[src/hw/ddl_pkg.sv]
// package: widths, codes and timing constants for the dual double-latch converter input
package ddl_pkg;
   localparam int unsigned CODE_WIDTH      = 14;
   localparam int unsigned FIFO_DEPTH      = 8;
   localparam int unsigned CLK_PERIOD_NS   = 20;
   // fastest update the source may ask for, in MSPS
   localparam int unsigned MAX_UPDATE_MSPS = 125;
   // least update period in ns, derived from the rate
   localparam int unsigned MIN_UPDATE_NS   = (1000 + MAX_UPDATE_MSPS - 1) / MAX_UPDATE_MSPS;
   // cycles of clk per strobe half period; two cycles keep both phases visible
   localparam int unsigned HALF_PERIOD_CYC = 2;
   localparam int unsigned MIN_HALF_CYC    = ((MIN_UPDATE_NS + 2 * CLK_PERIOD_NS - 1)
                                              / (2 * CLK_PERIOD_NS)) < 1 ? 1 :
                                             ((MIN_UPDATE_NS + 2 * CLK_PERIOD_NS - 1)
                                              / (2 * CLK_PERIOD_NS));
   localparam logic [13:0] CODE_FULL       = 14'h3fff;
   localparam logic [13:0] CODE_MID        = 14'h2000;
   localparam logic [13:0] CODE_ZERO       = 14'h0000;
   localparam logic [13:0] RESET_CODE      = 14'h0000;
   typedef logic [CODE_WIDTH-1:0] ddl_code_type;
   typedef enum logic {DDL_SEP_RES, DDL_ONE_RES} ddl_gain_type;
endpackage

[src/hw/ddl_link_if.sv]
// interface joining the sample source to the dual converter input
`timescale 1ns/1ps
interface ddl_link_if;
   import ddl_pkg::*;
   ddl_code_type chanAData;
   ddl_code_type chanBData;
   logic         chanAInputStrobe;
   logic         chanBInputStrobe;
   logic         chanAUpdateClock;
   logic         chanBUpdateClock;
   logic         sleepRequest;
   logic         gainResistorSelect;
   modport device (input chanAData, input chanBData, input chanAInputStrobe,
                   input chanBInputStrobe, input chanAUpdateClock, input chanBUpdateClock,
                   input sleepRequest, input gainResistorSelect);
   modport source (output chanAData, output chanBData, output chanAInputStrobe,
                   output chanBInputStrobe, output chanAUpdateClock, output chanBUpdateClock,
                   output sleepRequest, output gainResistorSelect);
endinterface

[src/hw/ddl_converter.sv]
// converter end: two independent double-latch channels with output code model
`timescale 1ns/1ps
module ddl_converter (
   input  wire logic             clk,
   input  wire logic             rst_n,
   ddl_link_if.device            link,
   output ddl_pkg::ddl_code_type chanAOutCode,
   output ddl_pkg::ddl_code_type chanAOutCompl,
   output ddl_pkg::ddl_code_type chanBOutCode,
   output ddl_pkg::ddl_code_type chanBOutCompl,
   output logic                  chanAUpdated,
   output logic                  chanBUpdated,
   output logic                  sleeping,
   output ddl_pkg::ddl_gain_type gainMode
);
   import ddl_pkg::*;

   // upper code bits steer equal segments and the rest stay binary weighted,
   // which keeps the glitch of a midscale step small
   localparam int unsigned SEG_BITS  = 5;
   localparam int unsigned LSB_BITS  = CODE_WIDTH - SEG_BITS;
   localparam int unsigned SEG_COUNT = (1 << SEG_BITS) - 1;

   // unary decode of the segment field: switch i is on when the field exceeds i
   function automatic logic [SEG_COUNT-1:0] seg_decode(input logic [SEG_BITS-1:0] field);
      logic [SEG_COUNT-1:0] therm;
      therm = '0;
      for (int i = 0; i < SEG_COUNT; i++)
      begin
         therm[i] = (i < int'(field));
      end
      return therm;
   endfunction

   // weight of a set of segment switches, in units of one segment
   function automatic logic [SEG_BITS-1:0] seg_count(input logic [SEG_COUNT-1:0] switches);
      logic [SEG_BITS-1:0] total;
      total = '0;
      for (int i = 0; i < SEG_COUNT; i++)
      begin
         total = total + SEG_BITS'(switches[i]);
      end
      return total;
   endfunction

   // per channel arrays so the two channels share no state
   ddl_code_type dataIn  [2];
   logic         strobeIn[2];
   logic         clockIn [2];
   ddl_code_type outCode [2];
   ddl_code_type outCompl[2];
   logic         updated [2];
   logic         sleepNow;
   ddl_gain_type gainNow;

   // channel A on pair one, channel B on pair two
   assign dataIn[0]   = link.chanAData;
   assign dataIn[1]   = link.chanBData;
   assign strobeIn[0] = link.chanAInputStrobe;
   assign strobeIn[1] = link.chanBInputStrobe;
   assign clockIn[0]  = link.chanAUpdateClock;
   assign clockIn[1]  = link.chanBUpdateClock;

   genvar ch;
   generate
      for (ch = 0; ch < 2; ch++)
      begin : g_chan
         logic                 strobeQ;
         logic                 clockQ;
         ddl_code_type         inputLatch;
         ddl_code_type         stageLatch;
         ddl_code_type         convLatch;
         logic                 pulse;
         logic [SEG_COUNT-1:0] segOn;
         logic [LSB_BITS-1:0]  lsbOn;
         // pins are sampled on clk, so edges are found by comparing with last sample
         wire strobeRise = strobeIn[ch] && !strobeQ;
         wire strobeFall = !strobeIn[ch] && strobeQ;
         wire clockRise  = clockIn[ch] && !clockQ;

         // last pin levels reset to the idle low, so no false edge follows reset
         always_ff @(posedge clk)
         begin
            if (!rst_n)
            begin
               strobeQ <= 1'b0;
               clockQ  <= 1'b0;
            end
            else
            begin
               strobeQ <= strobeIn[ch];
               clockQ  <= clockIn[ch];
            end
         end

         // first stage takes the word on the strobe rise
         always_ff @(posedge clk)
         begin
            if (!rst_n)
               inputLatch <= RESET_CODE;
            else if (strobeRise)
               inputLatch <= dataIn[ch];
         end

         // a capture is not offered to the converter latch until the fall
         always_ff @(posedge clk)
         begin
            if (!rst_n)
               stageLatch <= RESET_CODE;
            else if (strobeFall)
               stageLatch <= inputLatch;
         end

         // tied strobe and clock: clock rise loads the word passed by the previous fall
         always_ff @(posedge clk)
         begin
            if (!rst_n)
               convLatch <= RESET_CODE;
            else if (clockRise)
               convLatch <= stageLatch;
         end

         // no edge, no change in any stage
         always_ff @(posedge clk)
         begin
            if (!rst_n)
               pulse <= 1'b0;
            else
               pulse <= clockRise;  // decoder refresh marks each update
         end

         // switches follow the converter latch only, so they move once per update
         assign segOn = seg_decode(convLatch[CODE_WIDTH-1:LSB_BITS]);
         assign lsbOn = convLatch[LSB_BITS-1:0];
         // true output sums the switches on, complement those off
         assign outCode[ch]  = {seg_count(segOn), lsbOn};
         assign outCompl[ch] = {seg_count(~segOn), ~lsbOn};
         assign updated[ch]  = pulse;
      end
   endgenerate

   // channel A outputs; code, complement and pulse move together
   always_ff @(posedge clk)
   begin
      if (!rst_n)
      begin
         chanAOutCode  <= CODE_ZERO;
         chanAOutCompl <= CODE_FULL;
         chanAUpdated  <= 1'b0;
      end
      else
      begin
         chanAOutCode  <= outCode[0];
         chanAOutCompl <= outCompl[0];
         chanAUpdated  <= updated[0];
      end
   end

   // channel B outputs, kept apart from channel A
   always_ff @(posedge clk)
   begin
      if (!rst_n)
      begin
         chanBOutCode  <= CODE_ZERO;
         chanBOutCompl <= CODE_FULL;
         chanBUpdated  <= 1'b0;
      end
      else
      begin
         chanBOutCode  <= outCode[1];
         chanBOutCompl <= outCompl[1];
         chanBUpdated  <= updated[1];
      end
   end

   // an open pin reads as awake, standing in for the pull-down
   assign sleepNow = (link.sleepRequest === 1'b1);
   assign gainNow  = link.gainResistorSelect ? DDL_ONE_RES : DDL_SEP_RES;

   always_ff @(posedge clk)
   begin
      if (!rst_n)
      begin
         sleeping <= 1'b0;
         gainMode <= DDL_SEP_RES;
      end
      else
      begin
         sleeping <= sleepNow;
         gainMode <= gainNow;
      end
   end
endmodule // ddl_converter

[src/flat_wrapper.sv]
// flat-port wrapper written by rule: the top's interface ports become plain ports
module ddl_converter_flat import ddl_pkg::*;
  (clk, rst_n, chanAOutCode, chanAOutCompl, chanBOutCode, chanBOutCompl, chanAUpdated, chanBUpdated, sleeping, gainMode, link_chanAData, link_chanBData, link_chanAInputStrobe, link_chanBInputStrobe, link_chanAUpdateClock, link_chanBUpdateClock, link_sleepRequest, link_gainResistorSelect);
  ddl_link_if link_i ();
  input  wire logic clk;
  input  wire logic rst_n;
  output ddl_pkg::ddl_code_type chanAOutCode;
  output ddl_pkg::ddl_code_type chanAOutCompl;
  output ddl_pkg::ddl_code_type chanBOutCode;
  output ddl_pkg::ddl_code_type chanBOutCompl;
  output logic chanAUpdated;
  output logic chanBUpdated;
  output logic sleeping;
  output ddl_pkg::ddl_gain_type gainMode;
  input wire logic [$bits(link_i.chanAData)-1:0] link_chanAData;
  input wire logic [$bits(link_i.chanBData)-1:0] link_chanBData;
  input wire logic [$bits(link_i.chanAInputStrobe)-1:0] link_chanAInputStrobe;
  input wire logic [$bits(link_i.chanBInputStrobe)-1:0] link_chanBInputStrobe;
  input wire logic [$bits(link_i.chanAUpdateClock)-1:0] link_chanAUpdateClock;
  input wire logic [$bits(link_i.chanBUpdateClock)-1:0] link_chanBUpdateClock;
  input wire logic [$bits(link_i.sleepRequest)-1:0] link_sleepRequest;
  input wire logic [$bits(link_i.gainResistorSelect)-1:0] link_gainResistorSelect;
  assign link_i.chanAData = link_chanAData;
  assign link_i.chanBData = link_chanBData;
  assign link_i.chanAInputStrobe = link_chanAInputStrobe;
  assign link_i.chanBInputStrobe = link_chanBInputStrobe;
  assign link_i.chanAUpdateClock = link_chanAUpdateClock;
  assign link_i.chanBUpdateClock = link_chanBUpdateClock;
  assign link_i.sleepRequest = link_sleepRequest;
  assign link_i.gainResistorSelect = link_gainResistorSelect;
  ddl_converter u_core (.clk(clk), .rst_n(rst_n), .link(link_i), .chanAOutCode(chanAOutCode), .chanAOutCompl(chanAOutCompl), .chanBOutCode(chanBOutCode), .chanBOutCompl(chanBOutCompl), .chanAUpdated(chanAUpdated), .chanBUpdated(chanBUpdated), .sleeping(sleeping), .gainMode(gainMode));
endmodule
[config.mk]
export PLATFORM = sky130hd
export DESIGN_NAME = ddl_converter_flat
export DESIGN_NICKNAME = d
export VERILOG_FILES = /design/src/hw/ddl_pkg.sv /design/src/hw/ddl_link_if.sv /design/src/hw/ddl_converter.sv /design/src/flat_wrapper.sv
export SDC_FILE = /design/constraint.sdc
export NUM_CORES = 1
export LEC_CHECK = 0
export BUFFER_PORTS_ARGS = -buffer_cell sky130_fd_sc_hd__buf_2
export CORE_MARGIN = 2
export CORE_UTILIZATION = 55
export CTS_BUF_LIST = sky130_fd_sc_hd__clkbuf_4 sky130_fd_sc_hd__clkbuf_8
export DETAILED_ROUTE_END_ITERATION = 6
export PLACE_DENSITY = 0.76
export SLEW_MARGIN = 0
export SYNTH_ARGS = -nofsm -noshare
export SYNTH_HDL_FRONTEND = slang
export SYNTH_SLANG_ARGS = --single-unit
[constraint.sdc]
create_clock -name clk -period 10.3 [get_ports clk]
set_input_delay 0 -clock clk [delete_from_list [all_inputs] [get_ports clk]]
set_output_delay 0 -clock clk [all_outputs]
set_load 0.01 [all_outputs]
* Yosys cells after proc, flatten, opt, wreduce, memory -nomap -nowiden
Cells that the tools add are included.
** Word-level totals
- Bits in registers :: 150
- Input bits :: 36
- Output and inout port bits :: 60
- Logic and storage cells :: 220
** Operators by class
- Add/subtract/negate cells :: 120
- Order comparisons :: 62
- Equality and inequality tests :: 1
- Multiplexer cells :: 1
- Bitwise logic cells :: 4
- Reductions and logical operators :: 12
** Operator list (count)
- adder 5 x 1 -> 5 bit :: 116
- less-than comparator 5 bit (first input constant) :: 30
- less-than comparator 4 x 5 -> 1 bit (first input constant) :: 16
- NOT 31 bit :: 2
- less-than comparator 3 x 5 -> 1 bit (first input constant) :: 8
- less-than comparator 1 x 5 -> 1 bit (first input constant) :: 4
- less-than comparator 2 x 5 -> 1 bit (first input constant) :: 4
- NOT 9 bit :: 2
- adder 1 x 1 -> 2 bit :: 4
- logical AND 1 bit :: 6
- zero test 1 bit :: 6
- case equality test 1 bit (second input constant) :: 1
- two-way mux 1 bit :: 1

* Longest topological paths before layout
- Depth after elaboration :: 32
- Mapped depth :: 21
- Mapped depth without buffers :: 20

* Least setup slack after synthesis
Ideal clock, no wire load.
- Path kind :: register to register
- From :: register u_core.g_chan[0].convLatch[13]
- To :: register u_core.chanAOutCode[13]
- Library setup time :: 0.072 ns
- Arrival time :: 5.042 ns
- Data required time :: 10.228 ns
- Setup slack :: 5.187 ns
- Stages on the path, launching flop included :: 17
- Path buffers :: 2
- Period minus slack after synthesis :: 5.113 ns
- Path through :: dfxtp_1 > buf_6 > clkbuf_1 > o21bai_1 > fa_1 > fa_1 > fa_1 > inv_1 > fa_1 > fa_1 > inv_1 > fa_1 > ha_1 > fa_1 > a21o_1 > a21oi_1 > mux2i_1
** On the way
- Longest elaborated chain between the ends :: 31
- Elaborated cells on any way between the ends :: 61
- Classes of those cells :: 30 x add/sub; 31 x order compare
** RTL lines
- start: declaration :: RTL line ddl_converter.sv:72 : ddl_code_type convLatch;
- start signal: assignment :: RTL line ddl_converter.sv:120 : convLatch <= stageLatch;
- less-than comparator 1 x 5 -> 1 bit :: RTL line ddl_converter.sv:30 : therm[i] = (i < int'(field));
- adder 1 x 1 -> 2 bit :: RTL line ddl_converter.sv:41 : total = total + SEG_BITS'(switches[i]);
- adder 5 x 1 -> 5 bit (28 in series) :: RTL line ddl_converter.sv:41
- adder 5 x 1 -> 5 bit (*) :: RTL line ddl_converter.sv:41
- end signal: assignment :: RTL line ddl_converter.sv:153 : chanAOutCode <= outCode[0];
- end: declaration :: RTL line ddl_converter.sv:7 : output ddl_pkg::ddl_code_type chanAOutCode,
Every way passes the cells marked *; elsewhere a longest branch is shown, timed or not.
A chain may end at the register's enable or synchronous reset.

* Worst setup path in the final report
Same ends and word-level chain as after synthesis.

==> impl_metrics.tcl <==
set metrics [dict create \
    worst_pin_slew_ps 806 \
    worstPathArrival_ps 6030 \
    cellPowerDensity_nw_per_um2 126 \
    drt_wl_total_mm 14.5 \
    post-route-period-util_pct 54.7 \
    dp_hpwl_mm 10.5 \
    dieArea_sq_um 15500 \
    grt_pass1_vias 5463 \
    use_met3_pct 3.87 \
    drtAntennaViolNets 0 \
    nNetsFinal 1137 \
    final_common_cell "nand2_1" \
    grt_overflow 0 \
    fin_tns_setup_ps 0 \
    reg2reg_from "u_core.g_chan[0].convLatch[13]" \
    setup_viol 0 \
    clk-insertion-delay-late_ps 460 \
    synth_cells 874 \
    period_minus_slack_ps 5630 \
    wire_per_inst_um 12.3 \
    drt_iter0_markers 237 \
    grt_pass1_wl_mm 24.8 \
    utilization_pct 64.5 \
    clock_path_buffers 2 \
    cts_root_buf "clkbuf_8" \
    busiest_layer "met2" \
    clock_sinks 150 \
    die_h_um 125 \
    cpMaxStageDelayCell "dfxtp_1" \
    netlist_area_sq_um 7990 \
    diodes 0 \
    rr_endpoint "u_core.chanAOutCode[13]" \
    met1_usage_pct 26.3 \
    ioPinCount 96 \
    ir_drop_v 0.0000827 \
    required_ps 10690 \
    grt_max_degree 100 \
    whs_path_depth 4 \
    outcome "finished, final reports clean" \
    avgSynthCellArea_sq_um 9.14 \
    finClkSkew_ps 11.8 \
    cp_common_cell "fa_1" \
    fp.dieW_um 125 \
    crit_buf_inv 4 \
    track_usage_pct 19.6 \
    min-delay-path-class "input port to flip-flop" \
    maxClockFrequency_mhz 177 \
    synthDistinctLibCells 40 \
    yosysWarnings 0 \
    slew_headroom_pct 46.3 \
    core_sq_um 14400 \
    cts_buffers 17 \
    drive_above_1_share_pct 13.8 \
    layout_common_cells "184 x nand2_1, 150 x dfxtp_1, 141 x inv_1, 94 x buf_2, 78 x fa_1" \
    initial_core_util_pct 55.6 \
    min_to "u_core.g_chan[0].inputLatch[3]" \
    use_met2_pct 31.3 \
    cts_tree "done" \
    portBuffers 95 \
    yosysTopAreaCell "dfxtp_1" \
    areaGrowthSynthToFinish_pct 16.0 \
    netlist.area_leader.share_pct 37.6 \
    ff2ff_path_depth 17 \
    cp-end-kind "flip-flop" \
    rsz0062_at_grt "no" \
    rows 44 \
    ys_seq_area_share_pct 37.6 \
    vias_per_cell 4.83 \
    drc 0 \
    cts.clk_slew.worst_paths_ps 80 \
    cp_top_family "adder cells" \
    maxCapViolations 0 \
    worstHoldStart "link_chanAData[3]" \
    hold_viol 0 \
    ff2ff_setup_slack_ps 4670 \
    ys_seq_elements 150 \
    worst_setup_path_start_kind "flip-flop" \
    slowest_delay_ps 750 \
    synth_nets 1024 \
    worstPathCellList "nand2_1 > o21ai_0 > fa_1 > inv_1 > fa_1 > inv_1 > fa_1 > inv_1 > fa_1 > fa_1 > inv_1 > fa_1 > ha_1 > fa_1 > a21o_1 > a21oi_1 > mux2i_1" \
    antenna_found_initial 0 \
    worstPathMaxFanout 20 \
    synth.area.top_cells "dfxtp_1 38%, fa_1 20%, nand2_1 8.6%" \
    cts_resized 0 \
    place.gp.congestion 0.953 \
    slew_viol_final 0 \
    cts_max_level 4 \
    crit_type "flip-flop to flip-flop" \
    first_pass_iters 5 \
    p_leak_nw 4.37 \
    vias 5719 \
]
## repair_timing
action,CTS,global route
buffers inserted,0,0
hold buffers,37,0
hold endpoints to repair,53,0
## synthesized netlist by cell type
master	n
o21bai_1	3
nand2_2	1
fa_1	78
nor2_2	1
a31oi_1	6
o31a_1	1
nor2b_1	7
buf_1	1
o21ai_0	7
nand2_1	184
and2b_1	5
buf_6	1
xnor2_1	2
inv_1	141
xor2_1	1
or2_2	3
ha_1	36
o211ai_1	1
a31o_2	2
nor2_1	29
a21boi_1	41
a21oi_1	28
a21boi_0	39
mux2i_1	4
buf_2	23
or3_1	1
a41o_1	1
dfxtp_1	150
nand2b_1	18
and3_1	2
nand3_1	7
and2_1	21
inv_2	2
a21o_1	6
or3_4	1
nor2_4	1
or2_1	1
nor3_1	3
o21a_1	1
clkbuf_1	14
## state kept, by name, summed over array words and instances, names as in the netlist
signal / cells
u_core.g_chan.convLatch: 28
u_core.g_chan.inputLatch: 28
u_core.g_chan.stageLatch: 28
u_core.chanAOutCode: 14
u_core.chanAOutCompl: 14
u_core.chanBOutCode: 14
u_core.chanBOutCompl: 14
u_core.g_chan.clockQ: 2
u_core.g_chan.pulse: 2
u_core.g_chan.strobeQ: 2
u_core.chanAUpdated: 1
u_core.chanBUpdated: 1
u_core.gainMode: 1
u_core.sleeping: 1
## how the worst max path moves through the flow
stage,to,slack [ps],cells after the start,start
floorplan,u_core.chanAOutCode[13],5190,16,u_core.g_chan[0].convLatch[13]
global placement,u_core.chanAOutCode[13],4810,17,u_core.g_chan[0].convLatch[13]
detailed placement,u_core.chanAOutCode[13],4680,17,u_core.g_chan[0].convLatch[13]
CTS,u_core.chanAOutCode[13],4610,17,u_core.g_chan[0].convLatch[13]
global route,u_core.chanAOutCode[13],4310,17,u_core.g_chan[0].convLatch[13]
finish,u_core.chanAOutCode[13],4670,17,u_core.g_chan[0].convLatch[13]
## power by group
group / total, mW / leakage (nW) / switching (mW) / internal, mW
sequential: 0.610 / 1.22 / 0.00780 / 0.602
clock: 0.440 / 0.188 / 0.230 / 0.210
combinational: 0.119 / 2.96 / 0.0642 / 0.0551
total: 1.17 / 4.37 / 0.302 / 0.867
## layout make-up
cell class / instances / area [sq um]
clock buffer: 22 / 278
clock inverter: 9 / 93.8
fill: 1214 / 5110
inverter: 143 / 537
multi-input combinational: 542 / 4260
sequential: 150 / 3000
tap: 184 / 230
timing repair buffer: 133 / 856
## stage by stage
step | hold WS [ps] | setup WS, ps | area [sq um] | power, mW | std cells
CTS | 295 | 4610 | 9260 | 1.18 | 1183
detailed placement | 210 | 4680 | 8520 | 0.734 | 1115
finish | 316 | 4670 | 9260 | 1.17 | 1183
global route | 323 | 4310 | 9260 | 1.22 | 1183
global placement | 211 | 4810 | 8520 | 0.731 | 1115
floorplan | 122 | 5190 | 7990 | 0.700 | 874
## logic make-up (layout without fill, tap and decap cells)
family | count (synthesis) | after routing | synth area share (%)
AND/OR/NAND/NOR | 285 | 285 | 15.7
buffers and inverters | 182 | 307 | 9.01
flip-flops | 150 | 150 | 37.6
AO/OA/AOI/OAI | 136 | 136 | 11.7
adder cells (fa/ha/maj) | 114 | 114 | 25.2
multiplexers | 4 | 4 | 0.501
XOR/XNOR | 3 | 3 | 0.329
## per-layer routing
| layer | wire length [um] | up-vias | part of all wire [%] |
|---|---|---|---|
| met5 | 0 | - | 0 |
| met4 | 338 | 0 | 2.3 |
| met3 | 562 | 24 | 3.9 |
| met2 | 6740 | 121 | 46 |
| met1 | 6910 | 2677 | 48 |
| li1 | - | 2897 | - |
## tightest hold or removal path: cells and delay by family
kind | cells | cell delay [ps]
compound gates | 1 | 50
simple gates | 1 | 40
buf+inv | 2 | 650
Power figures use the tool's default switching activity.
